$ cat src/rtl/lms_pkg.sv
`default_nettype none
package lms_pkg;
  localparam int NCH    = 2;
  localparam int ADDR_W = 4;
  localparam int DATA_W = 32;

  // register byte addresses
  localparam logic [ADDR_W-1:0] ADDR_CTRL = 4'h0;
  localparam logic [ADDR_W-1:0] ADDR_STAT = 4'h4;
  localparam logic [ADDR_W-1:0] ADDR_IRQ  = 4'h8;
  localparam logic [ADDR_W-1:0] ADDR_MASK = 4'hC;

  localparam logic [1:0] RESP_OKAY   = 2'h0;
  localparam logic [1:0] RESP_SLVERR = 2'h2;

  // control register layout matches lms_cfg_type, bit 0 upward
  localparam int CFG_W = 9;
  localparam logic [CFG_W-1:0] CTRL_RESET = 9'h000;
  localparam logic [CFG_W-1:0] CTRL_MASK  = 9'h1FF;

  // interrupt status bits
  localparam int IRQ_W       = 3;
  localparam int IRQ_LOS0    = 0;
  localparam int IRQ_LOS1    = 1;
  localparam int IRQ_REF_REJ = 2;
  localparam logic [IRQ_W-1:0] IRQ_RESET  = 3'h0;
  localparam logic [IRQ_W-1:0] MASK_RESET = 3'h0;

  // status register field positions
  localparam int ST_CFG_LSB  = 0;
  localparam int ST_REF_LSB  = 9;
  localparam int ST_LOS_LSB  = 12;
  localparam int ST_SW_BIT   = 14;
  localparam int ST_SE_BIT   = 15;

  // reference frequency codes (pin: low=00, float=10, high=11)
  localparam logic [1:0] REFCODE_LOW    = 2'h0;
  localparam logic [1:0] REFCODE_UNUSED = 2'h1;
  localparam logic [1:0] REFCODE_MID    = 2'h2;
  localparam logic [1:0] REFCODE_HIGH   = 2'h3;

  typedef enum logic [2:0] {
    LMS_REF_19M44,
    LMS_REF_77M76,
    LMS_REF_155M52,
    LMS_REF_17M408,
    LMS_REF_139M264
  } lms_ref_type;

  localparam lms_ref_type REF_RESET = LMS_REF_19M44;

  typedef struct packed {
    logic             tx_sync;
    logic [NCH-1:0]   mon;
    logic [1:0]       ref_code;
    logic             parallel;
    logic [NCH-1:0]   coax;
    logic             rate;
  } lms_cfg_type;

  typedef struct packed {
    logic        ok;
    lms_ref_type sel;
  } lms_refdec_type;

  function automatic lms_refdec_type lms_ref_decode(
    input logic       rate,
    input logic [1:0] code
  );
    lms_refdec_type r;
    r.ok  = 1'b1;
    r.sel = LMS_REF_19M44;
    unique case (code)
      REFCODE_LOW:  r.sel = rate ? LMS_REF_17M408 : LMS_REF_19M44;
      REFCODE_MID: begin
        r.sel = LMS_REF_77M76;
        r.ok  = ~rate;
      end
      REFCODE_HIGH: r.sel = rate ? LMS_REF_139M264 : LMS_REF_155M52;
      REFCODE_UNUSED: r.ok = 1'b0;
    endcase
    return r;
  endfunction : lms_ref_decode

  // 01 carries a zero, 00 and 11 carry a one; 10 is a violation, read as zero
  function automatic logic lms_cmi_decode(input logic [1:0] sym);
    return (sym == 2'h0) || (sym == 2'h3);
  endfunction : lms_cmi_decode

  function automatic logic [DATA_W-1:0] lms_strb_mask(
    input logic [DATA_W/8-1:0] strb
  );
    logic [DATA_W-1:0] m;
    m = '0;
    for (int i = 0; i < DATA_W/8; i++) begin
      m[i*8 +: 8] = {8{strb[i]}};
    end
    return m;
  endfunction : lms_strb_mask
endpackage : lms_pkg
`default_nettype wire

$ cat src/rtl/lms_top.sv
`default_nettype none
module lms_top
  import lms_pkg::*;
(
  input  wire logic                  aclk,
  input  wire logic                  aresetn,
  input  wire logic [ADDR_W-1:0]     s_axi_awaddr,
  input  wire logic                  s_axi_awvalid,
  output logic                       s_axi_awready,
  input  wire logic [DATA_W-1:0]     s_axi_wdata,
  input  wire logic [DATA_W/8-1:0]   s_axi_wstrb,
  input  wire logic                  s_axi_wvalid,
  output logic                       s_axi_wready,
  output logic [1:0]                 s_axi_bresp,
  output logic                       s_axi_bvalid,
  input  wire logic                  s_axi_bready,
  input  wire logic [ADDR_W-1:0]     s_axi_araddr,
  input  wire logic                  s_axi_arvalid,
  output logic                       s_axi_arready,
  output logic [DATA_W-1:0]          s_axi_rdata,
  output logic [1:0]                 s_axi_rresp,
  output logic                       s_axi_rvalid,
  input  wire logic                  s_axi_rready,
  input  wire logic                  serial_port_select_pin,
  input  wire logic                  line_rate_select_pin,
  input  wire logic                  media_select_pin,
  input  wire logic                  host_width_select_pin,
  input  wire logic [1:0]            refclk_freq_select,
  input  wire logic                  monitor_enable_pin,
  input  wire logic                  tx_sync_mode_pin,
  input  wire logic [NCH-1:0]        rx_los_detect,
  input  wire logic [NCH-1:0]        rx_sym_valid,
  input  wire logic [NCH-1:0][1:0]   rx_sym,
  output logic                       pdh_rate_q,
  output logic [NCH-1:0]             coax_mode_q,
  output logic                       parallel_host_q,
  output logic [NCH-1:0]             monitor_gain_q,
  output logic                       tx_retime_en_q,
  output lms_ref_type                ref_freq_sel_q,
  output logic                       refclk_single_ended_q,
  output logic [NCH-1:0]             rx_signal_loss_flag_q,
  output logic [NCH-1:0]             rx_ser_data_q,
  output logic [NCH-1:0]             rx_ser_stb_q,
  output logic [NCH-1:0][3:0]        rx_par_data_q,
  output logic [NCH-1:0]             rx_par_stb_q,
  output logic                       irq
);

  localparam int PIN_W = 8 + NCH;

  logic [PIN_W-1:0]     pin_meta_q;
  logic [PIN_W-1:0]     pin_sync_q;
  logic                 sw_mode;
  lms_cfg_type          ctrl_q;
  lms_cfg_type          pin_cfg;
  lms_cfg_type          eff_cfg;
  lms_refdec_type       ref_dec;
  logic [2:0]           ref_req_q;
  logic [NCH-1:0]       los_raw;
  logic [NCH-1:0]       mon_act;
  logic [NCH-1:0]       los_next;
  logic [NCH-1:0]       rx_bit;
  logic [NCH-1:0][2:0]  nib_q;
  logic [NCH-1:0][1:0]  cnt_q;
  logic [IRQ_W-1:0]     irq_stat_q;
  logic [IRQ_W-1:0]     irq_mask_q;
  logic [IRQ_W-1:0]     irq_evt;
  logic                 aw_hold_q;
  logic                 w_hold_q;
  logic [ADDR_W-1:0]    awaddr_q;
  logic [DATA_W-1:0]    wdata_q;
  logic [DATA_W-1:0]    wmask_q;
  logic                 do_wr;
  logic [DATA_W-1:0]    rd_word;
  logic                 rd_ok;

  // two-flop synchronisers for all straps and the analog loss detectors
  always_ff @(posedge aclk) begin
    if (!aresetn) begin
      pin_meta_q <= '0;
      pin_sync_q <= '0;
    end else begin
      pin_meta_q <= {rx_los_detect, tx_sync_mode_pin, monitor_enable_pin,
                     refclk_freq_select, host_width_select_pin,
                     media_select_pin, line_rate_select_pin,
                     serial_port_select_pin};
      pin_sync_q <= pin_meta_q;
    end
  end

  assign sw_mode  = pin_sync_q[0];
  assign los_raw  = pin_sync_q[PIN_W-1:8];

  always_comb begin
    pin_cfg.rate     = pin_sync_q[1];
    pin_cfg.coax     = {NCH{pin_sync_q[2]}};
    pin_cfg.parallel = pin_sync_q[3];
    pin_cfg.ref_code = pin_sync_q[5:4];
    pin_cfg.mon      = {NCH{pin_sync_q[6]}};
    pin_cfg.tx_sync  = pin_sync_q[7];
  end

  assign eff_cfg = sw_mode ? ctrl_q : pin_cfg;
  assign ref_dec = lms_ref_decode(eff_cfg.rate, eff_cfg.ref_code);
  assign mon_act = eff_cfg.mon & eff_cfg.coax;
  assign los_next = los_raw & ~mon_act;

  // effective mode outputs
  always_ff @(posedge aclk) begin
    if (!aresetn) begin
      pdh_rate_q      <= 1'b0;
      coax_mode_q     <= '0;
      parallel_host_q <= 1'b0;
      monitor_gain_q  <= '0;
      tx_retime_en_q  <= 1'b0;
    end else begin
      pdh_rate_q      <= eff_cfg.rate;
      coax_mode_q     <= eff_cfg.coax;
      parallel_host_q <= eff_cfg.parallel;
      monitor_gain_q  <= mon_act;
      tx_retime_en_q  <= eff_cfg.tx_sync;
    end
  end

  // reference selection keeps the last valid decode
  always_ff @(posedge aclk) begin
    if (!aresetn) begin
      ref_freq_sel_q        <= REF_RESET;
      refclk_single_ended_q <= 1'b1;
      ref_req_q             <= '0;
    end else begin
      ref_req_q <= {eff_cfg.rate, eff_cfg.ref_code};
      if (ref_dec.ok) begin
        ref_freq_sel_q        <= ref_dec.sel;
        refclk_single_ended_q <= (ref_dec.sel != LMS_REF_155M52) &&
                                 (ref_dec.sel != LMS_REF_139M264);
      end
    end
  end

  always_comb begin
    for (int c = 0; c < NCH; c++) begin
      if (rx_signal_loss_flag_q[c]) begin
        rx_bit[c] = 1'b0;
      end else if (coax_mode_q[c]) begin
        rx_bit[c] = lms_cmi_decode(rx_sym[c]);
      end else begin
        rx_bit[c] = rx_sym[c][0];
      end
    end
  end

  // receive formatting: serial bit plus strobe, or 4-bit nibbles msb first
  always_ff @(posedge aclk) begin
    if (!aresetn) begin
      rx_signal_loss_flag_q <= '0;
      rx_ser_data_q         <= '0;
      rx_ser_stb_q          <= '0;
      rx_par_data_q         <= '0;
      rx_par_stb_q          <= '0;
      nib_q                 <= '0;
      cnt_q                 <= '0;
    end else begin
      rx_signal_loss_flag_q <= los_next;
      for (int c = 0; c < NCH; c++) begin
        rx_ser_stb_q[c] <= rx_sym_valid[c] && !parallel_host_q;
        rx_par_stb_q[c] <= 1'b0;
        if (!parallel_host_q) begin
          cnt_q[c] <= 2'h0;
          if (rx_sym_valid[c]) begin
            rx_ser_data_q[c] <= rx_bit[c];
          end
        end else if (rx_sym_valid[c]) begin
          nib_q[c] <= {nib_q[c][1:0], rx_bit[c]};
          cnt_q[c] <= cnt_q[c] + 2'h1;
          if (cnt_q[c] == 2'h3) begin
            rx_par_data_q[c] <= {nib_q[c], rx_bit[c]};
            rx_par_stb_q[c]  <= 1'b1;
          end
        end
      end
    end
  end

  // interrupts: loss rising edges and a rejected reference request
  always_comb begin
    irq_evt              = '0;
    irq_evt[IRQ_LOS0]    = los_next[0] && !rx_signal_loss_flag_q[0];
    irq_evt[IRQ_LOS1]    = los_next[1] && !rx_signal_loss_flag_q[1];
    irq_evt[IRQ_REF_REJ] = !ref_dec.ok &&
                           (ref_req_q != {eff_cfg.rate, eff_cfg.ref_code});
  end

  assign irq = |(irq_stat_q & irq_mask_q);

  // axi4-lite write: address and data held apart, written once both are in
  assign s_axi_awready = !aw_hold_q && !s_axi_bvalid;
  assign s_axi_wready  = !w_hold_q && !s_axi_bvalid;
  assign do_wr         = aw_hold_q && w_hold_q;

  always_ff @(posedge aclk) begin
    if (!aresetn) begin
      aw_hold_q    <= 1'b0;
      w_hold_q     <= 1'b0;
      awaddr_q     <= '0;
      wdata_q      <= '0;
      wmask_q      <= '0;
      s_axi_bvalid <= 1'b0;
      s_axi_bresp  <= RESP_OKAY;
    end else begin
      if (s_axi_awvalid && s_axi_awready) begin
        aw_hold_q <= 1'b1;
        awaddr_q  <= s_axi_awaddr;
      end
      if (s_axi_wvalid && s_axi_wready) begin
        w_hold_q <= 1'b1;
        wdata_q  <= s_axi_wdata;
        wmask_q  <= lms_strb_mask(s_axi_wstrb);
      end
      if (do_wr) begin
        aw_hold_q    <= 1'b0;
        w_hold_q     <= 1'b0;
        s_axi_bvalid <= 1'b1;
        s_axi_bresp  <= (awaddr_q == ADDR_CTRL || awaddr_q == ADDR_STAT ||
                         awaddr_q == ADDR_IRQ  || awaddr_q == ADDR_MASK) ?
                        RESP_OKAY : RESP_SLVERR;
      end else if (s_axi_bready) begin
        s_axi_bvalid <= 1'b0;
      end
    end
  end

  always_ff @(posedge aclk) begin
    if (!aresetn) begin
      ctrl_q     <= lms_cfg_type'(CTRL_RESET);
      irq_mask_q <= MASK_RESET;
      irq_stat_q <= IRQ_RESET;
    end else begin
      if (do_wr && awaddr_q == ADDR_CTRL) begin
        ctrl_q <= lms_cfg_type'((ctrl_q & ~wmask_q[CFG_W-1:0]) |
                  (wdata_q[CFG_W-1:0] & wmask_q[CFG_W-1:0] & CTRL_MASK));
      end
      if (do_wr && awaddr_q == ADDR_MASK) begin
        irq_mask_q <= (irq_mask_q & ~wmask_q[IRQ_W-1:0]) |
                      (wdata_q[IRQ_W-1:0] & wmask_q[IRQ_W-1:0]);
      end
      // a new event wins over a write-one-to-clear in the same cycle
      if (do_wr && awaddr_q == ADDR_IRQ) begin
        irq_stat_q <= (irq_stat_q &
                       ~(wdata_q[IRQ_W-1:0] & wmask_q[IRQ_W-1:0])) | irq_evt;
      end else begin
        irq_stat_q <= irq_stat_q | irq_evt;
      end
    end
  end

  // axi4-lite read: one cycle after the address is taken
  always_comb begin
    rd_word = '0;
    rd_ok   = 1'b1;
    unique case (s_axi_araddr)
      ADDR_CTRL: rd_word[CFG_W-1:0] = ctrl_q;
      ADDR_STAT: begin
        rd_word[ST_CFG_LSB +: CFG_W] = {tx_retime_en_q, monitor_gain_q,
                                        eff_cfg.ref_code, parallel_host_q,
                                        coax_mode_q, pdh_rate_q};
        rd_word[ST_REF_LSB +: 3]     = ref_freq_sel_q;
        rd_word[ST_LOS_LSB +: NCH]   = rx_signal_loss_flag_q;
        rd_word[ST_SW_BIT]           = sw_mode;
        rd_word[ST_SE_BIT]           = refclk_single_ended_q;
      end
      ADDR_IRQ:  rd_word[IRQ_W-1:0] = irq_stat_q;
      ADDR_MASK: rd_word[IRQ_W-1:0] = irq_mask_q;
      default:   rd_ok = 1'b0;
    endcase
  end

  assign s_axi_arready = !s_axi_rvalid;

  always_ff @(posedge aclk) begin
    if (!aresetn) begin
      s_axi_rvalid <= 1'b0;
      s_axi_rdata  <= '0;
      s_axi_rresp  <= RESP_OKAY;
    end else if (s_axi_arvalid && s_axi_arready) begin
      s_axi_rvalid <= 1'b1;
      s_axi_rdata  <= rd_word;
      s_axi_rresp  <= rd_ok ? RESP_OKAY : RESP_SLVERR;
    end else if (s_axi_rready) begin
      s_axi_rvalid <= 1'b0;
    end
  end
endmodule : lms_top
`default_nettype wire

$ cat config.mk
export PLATFORM = sky130hd
export DESIGN_NAME = lms_top
export DESIGN_NICKNAME = d
export VERILOG_FILES = /design/src/rtl/lms_pkg.sv /design/src/rtl/lms_top.sv
export SDC_FILE = /design/constraint.sdc
export NUM_CORES = 1
export LEC_CHECK = 0
export BUFFER_PORTS_ARGS = -buffer_cell sky130_fd_sc_hd__buf_2
export CAP_MARGIN = 20
export CORE_MARGIN = 10
export CORE_UTILIZATION = 50
export DETAILED_ROUTE_END_ITERATION = 8
export GPL_ROUTABILITY_DRIVEN = 0
export PLACE_DENSITY = 0.79
export SYNTH_ARGS = -nofsm -noshare
export SYNTH_HDL_FRONTEND = slang
export SYNTH_SLANG_ARGS = --single-unit
export TNS_END_PERCENT = 10
$ cat constraint.sdc
create_clock -name aclk -period 1.84 [get_ports aclk]
set_input_delay 0.46 -clock aclk [delete_from_list [all_inputs] [get_ports aclk]]
set_output_delay 0.46 -clock aclk [all_outputs]
set_load 0.03 [all_outputs]
## After elaboration in Yosys (flattened, before gate mapping)

Index checks and enable logic that the tools add are counted.

- Add/subtract/negate cells: 2
- Eq/ne operators: 16
- Reduce and logical (&&, ||, !) cells: 47
- Multiplexer cells: 22
- Bitwise logic cells: 19

Operator list:

| cell | number |
|---|---|
| 9-bit bitwise AND | 2 |
| 4-bit == test (second input constant) | 4 |
| 1-bit logical AND | 15 |
| 3-bit bitwise AND | 4 |
| 2-bit == test (second input constant) | 6 |
| 3-bit one-hot mux with 4 select lines | 1 |
| 6-bit one-hot mux with 2 select lines | 1 |
| 3-bit AND reduction | 4 |
| 1-bit two-way mux | 11 |
| 2-bit AND reduction | 5 |
| 9-bit two-way mux | 1 |
| 9-bit NOT | 1 |
| 3-bit OR | 3 |
| 9-bit OR | 1 |
| 3-bit one-hot mux with 3 select lines | 1 |
| 4-bit by 3-bit == test with 1-bit output (second input constant) | 2 |
| 1-bit logical NOT | 8 |
| 4-bit logical NOT | 2 |
| 7-bit two-way mux | 1 |
| 2-bit logical NOT | 3 |
| 2-bit two-way mux | 3 |
| 3-bit two-way mux | 2 |
| 3-bit NOT | 2 |
| 1-bit logical OR | 5 |
| other kinds (13) | 18 |

- Word-level logic and storage cells: 146
- Register bits after elaboration: 121
- Input bits: 67
- Output and inout bits: 69

## Depth between registers and ports, before layout

Gate-level depths: netlist of the first run.

- Word-level depth: 7
- Mapped depth: 6

## Worst setup path before layout of the first run

OpenSTA, ideal clock, no wires.

- Path type: reg-to-reg
- Start: register s_axi_bvalid
- End: register awaddr_q[0]
- Cell stages (with the launch flop): 6
- Path slack: 0.151 ns
- Required time: 1.712 ns
- Path buffers: 1
- Clock period less this slack: 1.689 ns
- Arrival time: 1.561 ns
- Setup time: 0.128 ns
- Cells stage by stage: dfxtp_1 -> nor2_1 -> and2_1 -> clkbuf_1 -> mux2i_1 -> nor2_1

- Word-level cells in the longest chain between the ends: 3

Ends and longest elaborated chain:

| item | line | text |
|---|---|---|
| from (decl) | lms_top.sv:15 | `output logic s_axi_bvalid,` |
| from (signal assigned) | lms_top.sv:208 | `s_axi_bvalid <= 1'b0;` |
| from (signal assigned) | lms_top.sv:223 | `s_axi_bvalid <= 1'b1;` |
| from (signal assigned) | lms_top.sv:228 | `s_axi_bvalid <= 1'b0;` |
| 1-bit logical NOT | lms_top.sv:197 | `assign s_axi_awready = !aw_hold_q && !s_axi_bvalid;` |
| 1-bit logical AND | lms_top.sv:197 |  |
| named net s_axi_awready | lms_top.sv:9 | `output logic s_axi_awready,` |
| 1-bit logical AND | lms_top.sv:211 | `if (s_axi_awvalid && s_axi_awready) begin` |
| to (signal assigned) | lms_top.sv:213 | `awaddr_q <= s_axi_awaddr;` |
| to (decl) | lms_top.sv:70 | `logic [ADDR_W-1:0] awaddr_q;` |

The timed path passes the listed nets, and every way through them passes these cells.
A chain may end at the register's enable or synchronous reset.

==> results.yml, run 1 <==
status:
  status: "completed"
timing:
  final_max_slew_viol_count: 0
  timing.final.ws_setup_ps: 25.8
  rsz0062_at_grt: "yes"
  period_minus_slack_ps: 1810
  tightest_slew_ps: 533
  hold_viol: 0
  fin_worst_skew_ps: 15.1
  max_slew_margin_pct: 64.2
  fmax_ghz: 0.551
  fin_crit_sh_pct: 98.6
  tns_ps: 0
  finalSetupViolCount: 0
layout:
  final-instance-count-excl-fill: 656
  diodes: 0
  nNetsFinal: 615
  drive_gt1_share_pct: 24.0
  fin_area_um2: 4950
  area_growth_pct: 17.3
  seqCellArea_um2: 2220
  fill_cells: 720
  multi_input_comb_area_um2: 1790
  final_cell_mix: "dfxtp_1, buf_2, nor2_1"
  final_common_cell: "dfxtp_1"
clock_network:
  cts_tree: "built"
  insertion_delay_ps: 370
  h-tree-depth: 3
  cts_num_sinks: 111
  path_clk_slew_ps: 110
  max-clock-path-buffers: 2
  cts-root-buf: "clkbuf_8"
  cts_buffers: 9
synth:
  synth-edff-count: 0
  synth_seq_area_share_pct: 52.7
  ys_types: 43
  ys_ff_latch: 111
  syn_avg_cell_area_um2: 9.27
  syn_inst: 455
  synth_flop_cell: "dfxtp_1"
  syn_area_um2: 4220
  synth-async-reset-ratio_pct: 0
  yosys_warnings: 0
die:
  num_io_pins: 136
  core_um2: 8220
  dieArea_um2: 12500
  initial_core_util_pct: 51.3
  die_y_um: 112
  rows: 33
  die_w_um: 112
global_routing:
  grt_pass1_wl_mm: 15.9
  track_usage_pct: 15.0
  grt_pass1_vias: 3304
  antenna_found_initial: 0
  grt_max_degree: 36
  overflow: 0
worst_setup_path:
  worstPathArrival_ps: 1350
  cp-end-kind: "primary output"
  start_kind: "flip-flop"
  path_cells: "a222oi_1 > inv_1 > buf_6"
  required_ps: 1380
  critical_path_class: "reg -> out"
  cpMaxStageDelayCell: "a222oi_1"
  crit_fanout: 2
  slowest_delay_ps: 380
place:
  postPlaceCellArea_um2: 4740
  pre_cts_slack_ps: 181
  dp.cells: 639
  numPortBuffers: 92
  dp_hpwl_mm: 7.44
drt:
  drcViolationCount: 0
  final_antenna_net_count: 0
  via_count: 3306
  viasPerCell: 5.04
  wl_per_cell_um: 14.6
  first_pass_iters: 4
  dr.first_iter.drc_count: 186
  wirelength_mm: 9.59
power_and_ir_drop:
  power_density_nw_per_um2: 875
  vdd_ir_drop_max_mv: 0.404
  p_leak_nw: 2.15
job:
  maxCapViolations: 0
worst_hold_path:
  hold_path_class: "in -> reg"
[path summary, 6_finish.rpt]
kind | start | end | slack, ps | depth (start not counted)
setup reg to reg | pin_sync_q[0] | irq_stat_q[2] | 150 | 5
hold reg to reg | pin_meta_q[6] | pin_sync_q[6] | 440 | 1
hold / removal | s_axi_rready | s_axi_rvalid | 260 | 2
setup / recovery | flip-flop | irq | 30 | 3
[through the flow]
stage / util [%] / hold WS [ps] / power, mW
6_report: 60.2 / 256 / 4.33
5_1_grt: 60.2 / 247 / 4.50
4_1_cts: 60.0 / 247 / 4.35
3_5_place_dp: 57.7 / 419 / 3.00
3_3_place_gp: 57.7 / 417 / 2.98
2_1_floorplan: - / 412 / 2.89
[Yosys cell counts (3+ instances only)]
library cell	number	area [µm²]
nor2_1	57	214
or3_1	4	25.0
dfxtp_1	111	2220
nand2b_1	5	31.3
xnor2_1	4	35.0
nand3_1	17	85.1
and2_1	25	156
o21a_1	3	22.5
clkbuf_1	20	75.1
buf_4	18	135
a21oi_1	45	225
a22oi_1	11	82.6
nor2b_1	3	18.8
nor3_1	11	55.1
buf_2	3	15.0
inv_1	8	30.0
mux4_2	3	67.6
nand2_1	50	188
mux2i_1	24	240
[logic make-up (layout without fill, tap and decap cells)]
logic type	count (synthesis)	count (layout)	share of synthesized area (%)
simple gates	185	185	21.1
flops	111	111	52.7
compound gates	71	71	10.1
buf+inv	51	130	6.41
mux	30	30	8.18
xor+xnor	4	4	0.830
fa+ha+maj	2	2	0.593
other cells	1	18	0.0889
[report_power, final]
group	internal (mW)	switching, mW
sequential	2.47	0.0468
combinational	0.147	0.276
clock	0.523	0.860
total	3.14	1.18
[layer usage]
| metal | vias to the layer above | track usage [%] | routed length (µm) |
|---|---|---|---|
| li1 | 1678 | - | - |
| met1 | 1510 | 17.0 | 4070 |
| met2 | 107 | 26.1 | 4760 |
| met3 | 11 | 4.29 | 615 |
| met4 | 0 | 5.14 | 143 |
| met5 | - | 0 | 0 |
[area by class of cell]
cell class | instances | area share (%)
tap | 105 | 2.66
clock buffer | 9 | 2.50
multi-input combinational | 310 | 36.2
timing repair buffer | 105 | 11.7
sequential | 111 | 44.9
inverter | 9 | 0.683
clock inverter | 7 | 1.37
[what timing repair did]
| action | CTS | global route |
|---|---|---|
| endpoints found under the setup margin | 0 | 1 |
| setup buffers | 0 | 1 |
| hold buffers | 0 | 0 |
| resized for setup | 0 | 4 |
[worst max-delay path: cells and delay by family, from the launching register on]
kind	cells	cell delay, ps
AOI/OAI and AO/OA	1	380
DFF	1	340
buffers and inverters	2	280
No activity file was read; power rests on OpenSTA's default activity.
==> run 2: changes to the inputs <==
Settings changed: GPL_TIMING_DRIVEN set to 0, PLACE_DENSITY 0.79 to 0.87.
==> run 2 against run 1 <==
Net effect: register-to-register slack got worse by 20 ps; first-iteration DRC count increased by 14%; highest routed layer unchanged; total power grew 11%; sequential share of layout area shrank 1.6 points; via count up 5.4%; flip-flop and latch count did not move; count of clock-buffer cells in the layout unchanged; largest cell class unchanged; final area grew 3.8%; the flow now finishes with violations (negative setup slack); clock skew shrank 2.7 ps.
==> results.yml, run 2 (same netlist as run 1, synthesis figures left out) <==
worst_setup_path:
  crit_fanout: 2
  r2r_cells: 5
  reg2reg_slack_ps: 130
  critical_path_class: "reg -> out"
  cp-end-kind: "primary output"
  worstPathArrival_ps: 1420
  start_kind: "flip-flop"
  r2r_start: "aw_hold_q"
  required_ps: 1380
power_and_ir_drop:
  power_density_nw_per_um2: 935
  vdd_ir_drop_max_mv: 0.364
  p_seq_share_pct: 52.5
  p_int_mw: 3.67
  p_leak_nw: 2.26
  switching_power_mw: 1.13
  p_comb_share_pct: 9.6
  power_frac_clock_pct: 37.9
  switching_share_pct: 23.5
timing:
  finalSetupViolCount: 1
  tns_ps: -39.5
  rsz0062_at_grt: "yes"
  timing.final.ws_setup_ps: -39.5
  max_slew_margin_pct: 56.5
  period_minus_slack_ps: 1880
  final_max_slew_viol_count: 0
  fin_crit_sh_pct: 102
  hold_viol: 0
  fin_worst_skew_ps: 12.3
  fmax_ghz: 0.532
  tightest_slew_ps: 653
global_routing:
  grt_max_degree: 18
  grt_pass1_vias: 3494
  grt_pass1_wl_mm: 17.1
  antenna_found_initial: 0
  track_usage_pct: 16.7
  overflow: 0
status:
  status: "finished, violations left"
  violations: "negative setup slack"
die:
  rows: 33
  core_um2: 8220
  initial_core_util_pct: 51.3
  dieArea_um2: 12500
  num_io_pins: 136
  die_y_um: 112
  die_w_um: 112
worst_hold_path:
  min_from: "s_axi_rready"
  holdPathStages: 2
  whs_endpoint: "s_axi_rvalid"
  hold_path_class: "in -> reg"
clock_network:
  max-clock-path-buffers: 2
  cts_num_sinks: 111
  cts_tree: "built"
  h-tree-depth: 3
  cts_buffers: 9
  insertion_delay_ps: 370
  path_clk_slew_ps: 100
  cts-root-buf: "clkbuf_8"
layout:
  diodes: 0
  drive_gt1_share_pct: 24.1
  nNetsFinal: 642
  fin_util_pct: 62.5
  area_growth_pct: 21.7
  final_cell_mix: "dfxtp_1, buf_2, nor2_1"
  final_common_cell: "dfxtp_1"
  fill_cells: 690
drt:
  dr.first_iter.drc_count: 212
  via_count: 3484
  wl_per_cell_um: 15.9
  final_antenna_net_count: 0
  wirelength_mm: 10.8
  viasPerCell: 5.11
  drcViolationCount: 0
  first_pass_iters: 5
place:
  numPortBuffers: 89
  dp_hpwl_mm: 8.07
job:
  maxCapViolations: 0
[run 2: worst max path at each step]
stage,start,end,slack [ps],depth (start not counted)
6_report,flip-flop,irq,-40,3
5_1_grt,flip-flop,irq,-60,3
4_1_cts,flip-flop,irq,-10,3
3_5_place_dp,aresetn,rx_par_data_q[4],-160,5
3_3_place_gp,aresetn,rx_par_data_q[4],-140,5
2_1_floorplan,s_axi_bvalid,awaddr_q[0],150,5
[run 2: layout make-up]
type,instances,area [µm²],share of cell area [%]
Tap cell,105,131,2.56
Sequential cell,111,2230,43.3
Clock inverter,6,134,2.61
Buffer,42,236,4.61
Multi-Input combinational cell,310,1790,34.9
Inverter,9,33.8,0.658
Timing Repair Buffer,90,459,8.94
Clock buffer,9,124,2.41
[run 2: stage by stage]
stage	power, mW	cell area, µm²	hold slack [ps]	setup slack [ps]	instances
after floorplan	2.89	4280	412	151	472
after global placement	3.02	4860	417	-139	666
after detailed placement	3.03	4860	417	-161	666
after CTS	4.81	5130	252	-10.2	682
after global routing	4.96	5130	258	-58.9	682
final	4.80	5130	259	-39.5	682
[run 2: metal layers]
metal,up-vias,wire [µm],track usage [%]
met2,125,5470,29.2
met1,1609,4330,18.6
li1,1734,-,-
met4,0,244,7.11
met5,-,0,0
met3,16,789,4.40
[run 2: repair_timing]
| action | 4_1_cts | 5_1_grt |
|---|---|---|
| hold endpoints to repair | 0 | 0 |
| setup buffers | 1 | 0 |
| resized for setup | 4 | 1 |
| pin swaps | 1 | 0 |
| endpoints found under the setup margin | 1 | 2 |
| hold buffers | 0 | 0 |
[run 2: critical path, stage by stage, from the launching register on]
cell and delay [ps]:
dfxtp_2 330, a222oi_1 460, inv_1 100, buf_6 160
[run 2: power groups by stage]
| stage | Combinational (mW) | Sequential, mW | Clock [mW] |
|---|---|---|---|
| 2_1_floorplan | 0.292 | 2.60 | 0 |
| 3_3_place_gp | 0.444 | 2.57 | 0 |
| 3_5_place_dp | 0.453 | 2.58 | 0 |
| 4_1_cts | 0.458 | 2.52 | 1.83 |
| 5_1_grt | 0.501 | 2.53 | 1.93 |
| 6_report | 0.460 | 2.52 | 1.82 |
==> run 3: changes to the inputs <==
Settings changed: CELL_PAD_IN_SITES_DETAIL_PLACEMENT set to 1, CELL_PAD_IN_SITES_GLOBAL_PLACEMENT set to 1, CORE_UTILIZATION 50 to 37.
==> run 3 against run 2 <==
Net effect: the run still ends with negative setup slack left; sequential share of layout area decreased by 1.2 points; count of clock-buffer cells in the layout increased by 2; clock skew decreased by 4.5 ps; critical path type unchanged.
==> results.yml, run 3 (same netlist as run 1, synthesis figures left out) <==
status:
  status: "finished, violations left"
  violations: "negative setup slack"
global_routing:
  grt_pass1_vias: 3844
  overflow: 0
  track_usage_pct: 16.1
  grt_max_degree: 18
  use_met2_pct: 28.6
  antenna_found_initial: 0
  busiest_layer: "met2"
  use_met3_pct: 4.71
  grt_pass1_wl_mm: 20.6
  met1_usage_pct: 17.3
timing:
  tightest_slew_ps: 646
  period_minus_slack_ps: 1840
  max_slew_margin_pct: 56.9
  fin_crit_sh_pct: 100
  hold_slack_ps: 277
  final_max_slew_viol_count: 0
  timing.final.ws_setup_ps: -2.63
  tns_ps: -2.63
  fmax_ghz: 0.543
  finalSetupViolCount: 1
  fin_worst_skew_ps: 7.77
  hold_viol: 0
  rsz0062_at_grt: "yes"
drt:
  viasPerCell: 4.99
  drcViolationCount: 0
  wl_per_cell_um: 18.2
  wirelength_mm: 13.1
  final_antenna_net_count: 0
  dr.first_iter.drc_count: 143
  via_count: 3582
  first_pass_iters: 5
power_and_ir_drop:
  power_mw: 5.28
  power_density_nw_per_um2: 1000
  p_leak_nw: 2.31
  vdd_ir_drop_max_mv: 0.585
die:
  core_um2: 11000
  initial_core_util_pct: 38.4
  dieArea_um2: 16100
  num_io_pins: 136
  rows: 38
  die_w_um: 127
  die_y_um: 127
clock_network:
  cts-root-buf: "clkbuf_16"
  cts_tree: "built"
  postCtsHoldBufs: 0
  cts_num_sinks: 111
  max-clock-path-buffers: 2
  cts_buffers: 9
  insertion_delay_ps: 360
  path_clk_slew_ps: 70
  h-tree-depth: 3
worst_setup_path:
  critical_path_class: "reg -> out"
  crit_family: "compound AO/OA/AOI/OAI gates"
  path_buf_inv: 2
  slowest_delay_ps: 430
  cp-end-kind: "primary output"
  path_cells: "a222oi_1 > inv_1 > buf_6"
  crit_fanout: 2
  worstPathArrival_ps: 1380
  cpMaxStageDelayCell: "a222oi_1"
  start_kind: "flip-flop"
  reg2reg_slack_ps: 150
  required_ps: 1380
job:
  maxCapViolations: 0
layout:
  fin_util_pct: 48.0
  diodes: 0
  area_growth_pct: 25.1
  final_cell_mix: "dfxtp_1, buf_2, nor2_1"
  drive_gt1_share_pct: 24.4
  final_common_cell: "dfxtp_1"
  nNetsFinal: 642
worst_hold_path:
  hold_path_class: "in -> reg"
place:
  dp_hpwl_mm: 9.71
  numPortBuffers: 89
[run 3: routing by layer]
| layer | part of all wire [%] | wire (µm) |
|---|---|---|
| met3 | 5.7 | 750 |
| met5 | 0 | 0 |
| met1 | 40 | 5270 |
| met2 | 51 | 6680 |
| met4 | 2.9 | 382 |
[run 3: timing repair]
action / CTS / global route
gates resized for setup: 3 / 7
buffers inserted: 1 / 0
gates cloned: 0 / 0
hold endpoints to repair: 0 / 0
endpoints found under the setup margin: 1 / 13
pin swaps: 1 / 0
[run 3: worst register-to-register path, cell delays in order (launching register included)]
cell      delay, ps
dfxtp_1         330
buf_6           130
mux2_2          420
nand3b_1        120
a21boi_1         60
nor4_1          390
o21a_1          180
[run 3: stage by stage]
stage / instance area [µm²] / instances / setup WS [ps]
4_1_cts: 5270 / 718 / -25.3
3_3_place_gp: 4900 / 701 / -214
5_1_grt: 5280 / 718 / -87.8
2_1_floorplan: 4280 / 472 / 151
3_5_place_dp: 4900 / 701 / -281
6_report: 5280 / 718 / -2.63
[run 3: path summary, 6_finish.rpt]
kind | start | end | cells past startpoint
worst min-delay path | s_axi_rready | s_axi_rvalid | 2
worst max-delay path | flip-flop | irq | 3
worst min register to register | pin_meta_q[0] | pin_sync_q[0] | 1
worst max register to register | pin_sync_q[0] | irq_stat_q[2] | 6
[run 3: area by class of cell]
type,instances,area [µm²]
well taps,140,175
inverters,9,33.8
multi-input cells,310,1800
clock buffers,11,243
fillers,1317,5710
clock inverters,5,105
plain buffers,42,239
repair buffers,90,459
flip-flops and latches,111,2230
[run 3: power by group]
part	total (mW)	switching, mW	internal, mW
Clock	2.27	0.905	1.37
Combinational	0.477	0.312	0.165
Sequential	2.53	0.0518	2.47
Total	5.28	1.27	4.01
